File: config.mk
export PLATFORM = sky130hd
export DESIGN_NAME = acas_unit
export DESIGN_NICKNAME = d
export VERILOG_FILES = /design/src/verilog/acas_pkg.sv /design/src/verilog/acas_unit.sv
export VERILOG_INCLUDE_DIRS = /design/src /design/src/verilog
export SDC_FILE = /design/constraint.sdc
export NUM_CORES = 1
export LEC_CHECK = 0
export BUFFER_PORTS_ARGS = -buffer_cell sky130_fd_sc_hd__buf_2
export CAP_MARGIN = 10
export CORE_AREA = 2 2 244 246
export CTS_CLUSTER_DIAMETER = 100
export DETAILED_ROUTE_END_ITERATION = 10
export DIE_AREA = 0 0 246 248
export PLACE_DENSITY_LB_ADDON = 0.2
export SLEW_MARGIN = 15
export SYNTH_ARGS = -nofsm -noshare
export SYNTH_HDL_FRONTEND = slang
export SYNTH_SLANG_ARGS = --single-unit
File: constraint.sdc
create_clock -name clk_i -period 2.66 [get_ports clk_i]
set_input_delay 0 -clock clk_i [delete_from_list [all_inputs] [get_ports clk_i]]
set_output_delay 0 -clock clk_i [all_outputs]
set_load 0.03 [all_outputs]
File: src/verilog/acas_params.svh
// constants for the atomic compare-and-swap unit
//
// Overview of operation
// - doubleword form compares all 64 bits
// - doubleword match swaps register and memory
// - doubleword miss loads memory, memory kept
// - word form compares low 32 bits only
// - word match swaps low half, upper cleared
// - word miss loads word, upper half zeroed
// - read, compare, store indivisible; no interrupts
// - always stores; write permission always needed
// - space from immediate or space register
// - select set, bits 12:5 nonzero: bad encoding
// - misaligned address faults, no memory access
// - user mode: space bit 7 clear faults
// - privileged mode: spaces 30 to 7f fault
// - condition codes never changed
// - only sixteen spaces allowed, else bad_space_fault
// - store access error may follow clean load
// - operation_field 3c word, 3e doubleword
`ifndef ACAS_PARAMS_SVH
`define ACAS_PARAMS_SVH

// instruction fields
`define ACAS_OPF_HI      24
`define ACAS_OPF_LO      19
`define ACAS_ISEL_BIT    13
`define ACAS_IMM_HI      12
`define ACAS_IMM_LO      5
`define ACAS_OPC_HI      31
`define ACAS_OPC_LO      30
`define ACAS_OPC_MEM     2'h3
`define ACAS_OPF_WORD    6'h3c
`define ACAS_OPF_DBL     6'h3e

// address space codes
`define ACAS_SPC_PRIV_BIT 7
`define ACAS_SPC_RSV_LO   8'h30
`define ACAS_SPC_RSV_HI   8'h7f
`define ACAS_SPC_NUC      8'h04
`define ACAS_SPC_NUC_L    8'h0c
`define ACAS_SPC_USR_P    8'h10
`define ACAS_SPC_USR_S    8'h11
`define ACAS_SPC_USR_P_L  8'h18
`define ACAS_SPC_USR_S_L  8'h19
`define ACAS_SPC_REAL     8'h14
`define ACAS_SPC_REAL_L   8'h1c
`define ACAS_SPC_PRV_P    8'h24
`define ACAS_SPC_PRV_S    8'h25
`define ACAS_SPC_PRV_P_L  8'h2c
`define ACAS_SPC_PRV_S_L  8'h2d
`define ACAS_SPC_PRI      8'h80
`define ACAS_SPC_SEC      8'h81
`define ACAS_SPC_PRI_L    8'h88
`define ACAS_SPC_SEC_L    8'h89

// alignment masks
`define ACAS_ALN_WORD    3'h3
`define ACAS_ALN_DBL     3'h7

// register map (byte addresses)
`define ACAS_REG_CTRL    8'h00
`define ACAS_REG_STATUS  8'h04
`define ACAS_REG_ISTAT   8'h08
`define ACAS_REG_IMASK   8'h0c
`define ACAS_REG_COUNT   8'h10

// interrupt bit positions and reset values
`define ACAS_IRQ_MATCH   0
`define ACAS_IRQ_MISS    1
`define ACAS_IRQ_FAULT   2
`define ACAS_IRQ_W       3
`define ACAS_CTRL_RST    1'h1
`define ACAS_MASK_RST    3'h0
`define ACAS_CNT_W       16

`endif

File: src/verilog/acas_pkg.sv
// types for the atomic compare-and-swap unit
package acas_pkg;

    // sequencing phases
    typedef enum logic [1:0] {st_idle, st_read, st_write, st_done}
        acas_phase_t;

    // fault reported with the answer
    typedef enum logic [2:0]
    {
        flt_none,
        flt_bad_encoding,
        flt_misalign,
        flt_priv_action,
        flt_bad_space,
        flt_load_err,
        flt_store_err
    } acas_fault_t;

    // request from the pipeline
    typedef struct packed
    {
        logic [31:0] instr;       // raw instruction word
        logic [63:0] addr_src;    // address_source_reg value
        logic [63:0] cmp_src;     // compare_source_reg value
        logic [63:0] swap_src;    // swap destination value
        logic [7:0]  spc_reg;     // space identifier register
        logic        priv;        // privileged mode bit
        logic        hpriv;       // hyperprivileged mode bit
    } acas_req_t;

    // request to the memory system
    typedef struct packed
    {
        logic        we;          // store access
        logic        dbl;         // doubleword size
        logic        lock;        // hold off other updates
        logic [7:0]  spc;         // selected space
        logic [63:0] addr;        // byte address
        logic [63:0] wdata;       // store data
    } acas_mem_t;

    // whole module state
    typedef struct packed
    {
        acas_phase_t phase;
        logic        dbl;
        logic        match;
        acas_fault_t fault;
        logic [7:0]  spc;
        logic [63:0] addr;
        logic [63:0] cmp;
        logic [63:0] swap;
        logic [63:0] wdata;
        logic [63:0] rd;
        logic        enable;
        logic [2:0]  istat;
        logic [2:0]  imask;
        logic [15:0] count;
        logic        ack;
        logic [31:0] dat;
    } acas_state_t;

endpackage

File: src/verilog/acas_unit.sv
// atomic compare-and-swap execution unit with wishbone registers
//
// The register offsets and the Wishbone register port were left to the implementer.
`timescale 1ns/1ps
`include "acas_params.svh"

module acas_unit
    import acas_pkg::*;
(
    // clock and reset
    input  wire logic        clk_i,
    input  wire logic        rst_i,
    // pipeline request
    input  wire logic        req_valid_i,
    output logic             req_ready_o,
    input  wire acas_req_t   req_i,
    // pipeline answer
    output logic             resp_valid_o,
    output logic             rd_we_o,
    output logic [63:0]      rd_data_o,
    output acas_fault_t      fault_o,
    output logic             ccr_we_o,
    output logic             intr_hold_o,
    // memory system
    output logic             mem_req_o,
    output acas_mem_t        mem_o,
    input  wire logic        mem_ack_i,
    input  wire logic        mem_err_i,
    input  wire logic [63:0] mem_rdata_i,
    // wishbone slave
    input  wire logic        wb_cyc_i,
    input  wire logic        wb_stb_i,
    input  wire logic        wb_we_i,
    input  wire logic [31:0] wb_adr_i,
    input  wire logic [3:0]  wb_sel_i,
    input  wire logic [31:0] wb_dat_i,
    output logic [31:0]      wb_dat_o,
    output logic             wb_ack_o,
    // interrupt
    output logic             irq_o
);

    // space table: the sixteen spaces accepted
    function automatic logic spc_ok(input logic [7:0] s);
        unique case (s)
            `ACAS_SPC_NUC, `ACAS_SPC_NUC_L,
            `ACAS_SPC_USR_P, `ACAS_SPC_USR_S,
            `ACAS_SPC_USR_P_L, `ACAS_SPC_USR_S_L,
            `ACAS_SPC_REAL, `ACAS_SPC_REAL_L,
            `ACAS_SPC_PRV_P, `ACAS_SPC_PRV_S,
            `ACAS_SPC_PRV_P_L, `ACAS_SPC_PRV_S_L,
            `ACAS_SPC_PRI, `ACAS_SPC_SEC,
            `ACAS_SPC_PRI_L, `ACAS_SPC_SEC_L: spc_ok = 1'b1;
            default: spc_ok = 1'b0;
        endcase
    endfunction

    // privilege check on the selected space
    function automatic logic spc_priv_bad(input logic [7:0] s,
                                          input logic       pv,
                                          input logic       hp);
        logic user;
        logic rsv;
        user = !pv && !hp;
        rsv  = (s >= `ACAS_SPC_RSV_LO) && (s <= `ACAS_SPC_RSV_HI);
        spc_priv_bad = (user && !s[`ACAS_SPC_PRIV_BIT])
                     || (pv && !hp && rsv);
    endfunction

    acas_state_t q;               // registered state
    acas_state_t d;               // next state

    // request decode
    logic [5:0]  opf;             // operation_field
    logic        is_word;         // word variant
    logic        is_dbl;          // doubleword variant
    logic        isel;            // immediate select bit
    logic [7:0]  imm_spc;         // immediate space field
    logic [7:0]  sel_spc;         // space actually used
    logic        accept;          // request taken this edge
    logic        mem_hit;         // comparison outcome
    logic        wb_req;          // new wishbone access
    logic [7:0]  wb_off;          // register offset

    always_comb
    begin
        opf     = req_i.instr[`ACAS_OPF_HI:`ACAS_OPF_LO];
        isel    = req_i.instr[`ACAS_ISEL_BIT];
        imm_spc = req_i.instr[`ACAS_IMM_HI:`ACAS_IMM_LO];
        is_word = (req_i.instr[`ACAS_OPC_HI:`ACAS_OPC_LO] == `ACAS_OPC_MEM)
                && (opf == `ACAS_OPF_WORD);
        is_dbl  = (req_i.instr[`ACAS_OPC_HI:`ACAS_OPC_LO] == `ACAS_OPC_MEM)
                && (opf == `ACAS_OPF_DBL);
        // space from register or from immediate field
        sel_spc = isel ? req_i.spc_reg : imm_spc;
    end

    // compare: full width or low word only
    always_comb
    begin
        if (q.dbl)
            mem_hit = (mem_rdata_i == q.cmp);
        else
            mem_hit = (mem_rdata_i[31:0] == q.cmp[31:0]);
    end

    // handshake outputs
    assign req_ready_o  = (q.phase == st_idle) && q.enable;
    assign accept       = req_valid_i && req_ready_o;
    assign resp_valid_o = (q.phase == st_done);
    assign rd_we_o      = resp_valid_o && (q.fault == flt_none);
    assign rd_data_o    = q.rd;
    assign fault_o      = q.fault;
    // condition codes are never written by this unit
    assign ccr_we_o     = 1'b0;
    // interrupts held off from acceptance to answer
    assign intr_hold_o  = (q.phase != st_idle);

    // memory port: both accesses locked as one unit
    assign mem_req_o    = (q.phase == st_read) || (q.phase == st_write);
    assign mem_o.we     = (q.phase == st_write);
    assign mem_o.dbl    = q.dbl;
    assign mem_o.lock   = mem_req_o;
    assign mem_o.spc    = q.spc;
    assign mem_o.addr   = q.addr;
    assign mem_o.wdata  = q.wdata;

    // wishbone outputs
    assign wb_ack_o = q.ack;
    assign wb_dat_o = q.dat;
    assign wb_req   = wb_cyc_i && wb_stb_i && !q.ack;
    assign wb_off   = wb_adr_i[7:0];

    // interrupt level
    assign irq_o = |(q.istat & q.imask);

    // next-state logic for sequencer and registers
    always_comb
    begin
        logic [2:0] iset;         // events this cycle
        logic [2:0] iclr;         // software clears
        logic       misal;        // alignment violation
        iset  = '0;
        iclr  = '0;
        misal = 1'b0;
        d     = q;
        d.ack = 1'b0;

        unique case (q.phase)
            st_idle:
            begin
                if (accept)
                begin
                    d.dbl   = is_dbl;
                    d.spc   = sel_spc;
                    d.addr  = req_i.addr_src;
                    d.cmp   = req_i.cmp_src;
                    d.swap  = req_i.swap_src;
                    d.match = 1'b0;
                    misal   = is_dbl
                        ? ((req_i.addr_src[2:0] & `ACAS_ALN_DBL) != 3'h0)
                        : ((req_i.addr_src[2:0] & `ACAS_ALN_WORD) != 3'h0);
                    // faults are checked before any memory access
                    if (!(is_word || is_dbl))
                        d.fault = flt_bad_encoding;
                    else if (isel && (imm_spc != 8'h00))
                        d.fault = flt_bad_encoding;
                    else if (misal)
                        d.fault = flt_misalign;
                    else if (spc_priv_bad(sel_spc, req_i.priv, req_i.hpriv))
                        d.fault = flt_priv_action;
                    else if (!spc_ok(sel_spc))
                        d.fault = flt_bad_space;
                    else
                        d.fault = flt_none;
                    d.phase = (d.fault == flt_none) ? st_read : st_done;
                end
            end
            st_read:
            begin
                if (mem_ack_i)
                begin
                    if (mem_err_i)
                    begin
                        d.fault = flt_load_err;
                        d.phase = st_done;
                    end
                    else
                    begin
                        d.match = mem_hit;
                        // old value kept on hit and miss; written to the register only if the store does not fault
                        if (q.dbl)
                            d.rd = mem_rdata_i;
                        else
                            d.rd = {32'h0, mem_rdata_i[31:0]};
                        // store always happens; miss rewrites old data
                        if (mem_hit)
                            d.wdata = q.dbl ? q.swap
                                    : {32'h0, q.swap[31:0]};
                        else
                            d.wdata = mem_rdata_i;
                        d.phase = st_write;
                    end
                end
            end
            st_write:
            begin
                if (mem_ack_i)
                begin
                    // store-side error after a clean load
                    if (mem_err_i)
                        d.fault = flt_store_err;
                    d.phase = st_done;
                end
            end
            st_done:
            begin
                d.phase = st_idle;
                d.count = q.count + 16'h1;
                if (q.fault != flt_none)
                    iset[`ACAS_IRQ_FAULT] = 1'b1;
                else if (q.match)
                    iset[`ACAS_IRQ_MATCH] = 1'b1;
                else
                    iset[`ACAS_IRQ_MISS] = 1'b1;
            end
        endcase

        // register access, answered one cycle after the strobe
        if (wb_req)
        begin
            d.ack = 1'b1;
            d.dat = 32'h0;
            unique case (wb_off)
                `ACAS_REG_CTRL:
                begin
                    d.dat = {31'h0, q.enable};
                    if (wb_we_i && wb_sel_i[0])
                        d.enable = wb_dat_i[0];
                end
                `ACAS_REG_STATUS:
                    d.dat = {24'h0, q.fault, 3'h0, q.phase != st_idle,
                             q.match};
                `ACAS_REG_ISTAT:
                begin
                    d.dat = {29'h0, q.istat};
                    if (wb_we_i && wb_sel_i[0])
                        iclr = wb_dat_i[2:0];
                end
                `ACAS_REG_IMASK:
                begin
                    d.dat = {29'h0, q.imask};
                    if (wb_we_i && wb_sel_i[0])
                        d.imask = wb_dat_i[2:0];
                end
                `ACAS_REG_COUNT:
                    d.dat = {16'h0, q.count};
                default:
                    d.dat = 32'h0;   // unmapped reads zero, still acked
            endcase
        end

        // a new event wins over a simultaneous clear
        d.istat = (q.istat & ~iclr) | iset;
    end

    // state register
    always_ff @(posedge clk_i)
    begin
        if (rst_i)
        begin
            q        <= '0;
            q.phase  <= st_idle;
            q.fault  <= flt_none;
            q.enable <= `ACAS_CTRL_RST;
            q.imask  <= `ACAS_MASK_RST;
        end
        else
            q <= d;
    end
endmodule

==> impl_metrics.tcl <==
set metrics [dict create \
    areaGrowthSynthToFinish_pct 38.8 \
    tightest_slew_ns 0.861 \
    grt_pass1_wl_um 94900 \
    setup_violations 0 \
    num_rows 89 \
    die_w_um 246 \
    dieArea_um2 61000 \
    maxCapViolations 0 \
    path_clk_slew_ns 0.06 \
    fin_ws_ns 0.153 \
    fillCellCount 5970 \
    yosysSeqAreaShare 0.442 \
    wl_met2_um 30600 \
    fin_nets 3081 \
    slew-limit-headroom 0.426 \
    netlist_instances 2132 \
    clockRootBuffer "clkbuf_16" \
    drv_slew 0 \
    timing.rr.start "q[278]" \
    grt_pass1_vias 16600 \
    clk_latency_ns 0.59 \
    status "completed" \
    hold_violations 0 \
    dp_hpwl_um 42700 \
    wl_met3_um 4520 \
    routabilityCongestion 0.831 \
    hold_start "req_i[222]" \
    die_y_um 248 \
    yosys-top-cells-area "dfxtp_1 44%, nand2_1 11%, buf_4 11%" \
    grt_start_max_net_pins 129 \
    ys_seq_elements 375 \
    finClkSkew_ns 0.0224 \
    hold_path.class "in2reg" \
    start_util 0.291 \
    synth-xor-area-share 0.0407 \
    wl_per_cell_um 18.2 \
    yosysTopAreaCell "dfxtp_1" \
    synth_top_area_frac 0.442 \
    synth.area.mux_share 0.0105 \
    placement.cell_area_um2 18700 \
    first_pass_iters 5 \
    setup_tns_ns 0 \
    clock_sinks 375 \
    leakage_nw 9.95 \
    maxUsedRoutingLayer "met5" \
    drt_iter0_markers 800 \
    crit_required_ns 3.15 \
    synthArstFlopShare 0 \
    num_vias 16800 \
    cp-startpoint "q[278]" \
    synth_edf_count 0 \
    fmax_mhz 399 \
    totalWireLength_um 63900 \
    synth-adder-area-share 0.00442 \
    irDropWorstVdd_uv 493 \
    cts_tree "done" \
    pin_count 620 \
    crit_type "reg2reg" \
    critPathMaxFanout 39 \
    p_per_area_nw_per_um2 767 \
    io_buffers 531 \
    synthFlopType "dfxtp_1" \
    syn_avg_cell_area_um2 7.97 \
    ys_top_cells_by_count "516 x nand2_1, 375 x dfxtp_1, 276 x a21oi_1" \
    holdWs_ns 0.0226 \
    coreArea_um2 58500 \
    grt_usage 0.200 \
    worstPathArrival_ns 2.99 \
    antenna_found_initial 7 \
    wl_met1_um 26500 \
    grt-ovfl-total 0 \
    htree_num_levels 2 \
    period_minus_slack_ns 2.51 \
    routed_via_density 4.79 \
    netlist_area_um2 17000 \
    crit_path_start_kind "flip-flop" \
    drive_gt1_frac 0.240 \
    synth_cell_types 52 \
    drc 0 \
    synth_simple_gate_area_frac 0.180 \
    rsz0062_at_grt "no" \
    synth_compound_area_frac 0.176 \
    synth.most_common_cell "nand2_1" \
    drtAntennaViolNets 0 \
    endpoint_kind "flip-flop" \
    synth_top_family_by_area "simple AND/OR/NAND/NOR gates" \
    fin_area_um2 23600 \
    period_share 0.943 \
    synth_warnings 0 \
    place_ws_ns 0.149 \
    cts_made_buffers 46 \
    cts_buffer_depth 3 \
]
## state kept, by name, indices dropped and copies added (netlist names)
register / count
mem_o: 137
q: 154
fault_o: 3
wb_ack_o: 1
wb_dat_o: 16
rd_data_o: 64
## repair_timing
| item | CTS | global route |
|---|---|---|
| endpoints found under the setup margin | 0 | 21 |
| resized for setup | 0 | 3 |
| hold buffers | 331 | 0 |
| buffers inserted | 0 | 0 |
| endpoints found under the hold margin | 360 | 0 |
## final timing paths
kind	to	slack, ns	cells after the start
setup / recovery	mem_o[59]	0.15	7
hold / removal	mem_o[137]	0.02	4
setup reg to reg	mem_o[59]	0.15	7
hold reg to reg	wb_dat_o[9]	0.45	2
## layout make-up
cell class | count | area [um2] | share of cell area
flip-flops and latches | 375 | 7510 | 0.318
repair buffers | 900 | 6490 | 0.275
diodes | 6 | 15.0 | 0.000637
clock inverters | 16 | 139 | 0.00589
well taps | 773 | 967 | 0.0410
multi-input cells | 1372 | 7080 | 0.300
clock buffers | 67 | 1360 | 0.0577
inverters | 6 | 22.5 | 0.000955
## per-stage QoR
stage,total power [W],cells,util
detailed placement,0.0115,3095,0.320
finish,0.0181,3515,0.403
global placement,0.0114,3095,0.320
CTS,0.0183,3509,0.403
floorplan,0.0102,2148,-
global route,0.0191,3513,0.403
## critical path: stages (launching register included)
cell	delay [ns]
dfxtp_1	0.32
xnor2_1	0.34
nand4_1	0.15
nor4_1	0.46
and2_2	0.40
buf_12	0.27
a41oi_1	0.16
a211oi_1	0.28
## cells by family (layout without fill, tap and decap cells)
kind of cell / after synthesis / count (layout)
mux: 16 / 16
other cells: 1 / 23
fa+ha+maj: 6 / 6
flops: 375 / 375
simple gates: 747 / 747
xor+xnor: 79 / 79
buf+inv: 401 / 989
compound gates: 507 / 507
## power by group
part | switching (W) | internal, W | leakage (nW)
combinational | 0.00328 | 0.00186 | 6.15
clock | 0.00261 | 0.00366 | 0.743
sequential | 0.000389 | 0.00630 | 3.06
total | 0.00627 | 0.0118 | 9.95
## routing by layer
layer | track usage | vias to the layer above
li1 | - | 8085
met1 | 0.243 | 8016
met2 | 0.337 | 607
met3 | 0.0509 | 131
met4 | 0.0783 | 2
met5 | 0 | -
## cells in the final DEF (no fill, tap or decap), types with 10 or more instances in the layout
cell type,instances
conb_1,17
nand4_1,15
a211oi_1,76
dlygate4sd3_1,331
nand3_1,50
clkbuf_16,47
dfxtp_1,374
xor2_1,43
a21oi_1,276
nor4_1,13
a31oi_1,32
nand2_1,514
o21ai_0,68
a41oi_1,32
buf_4,21
buf_2,530
buf_12,15
nor3_1,10
nor2_1,112
xnor2_1,36
clkbuf_8,11
mux2i_1,11
(Power assumes the default switching activity.)
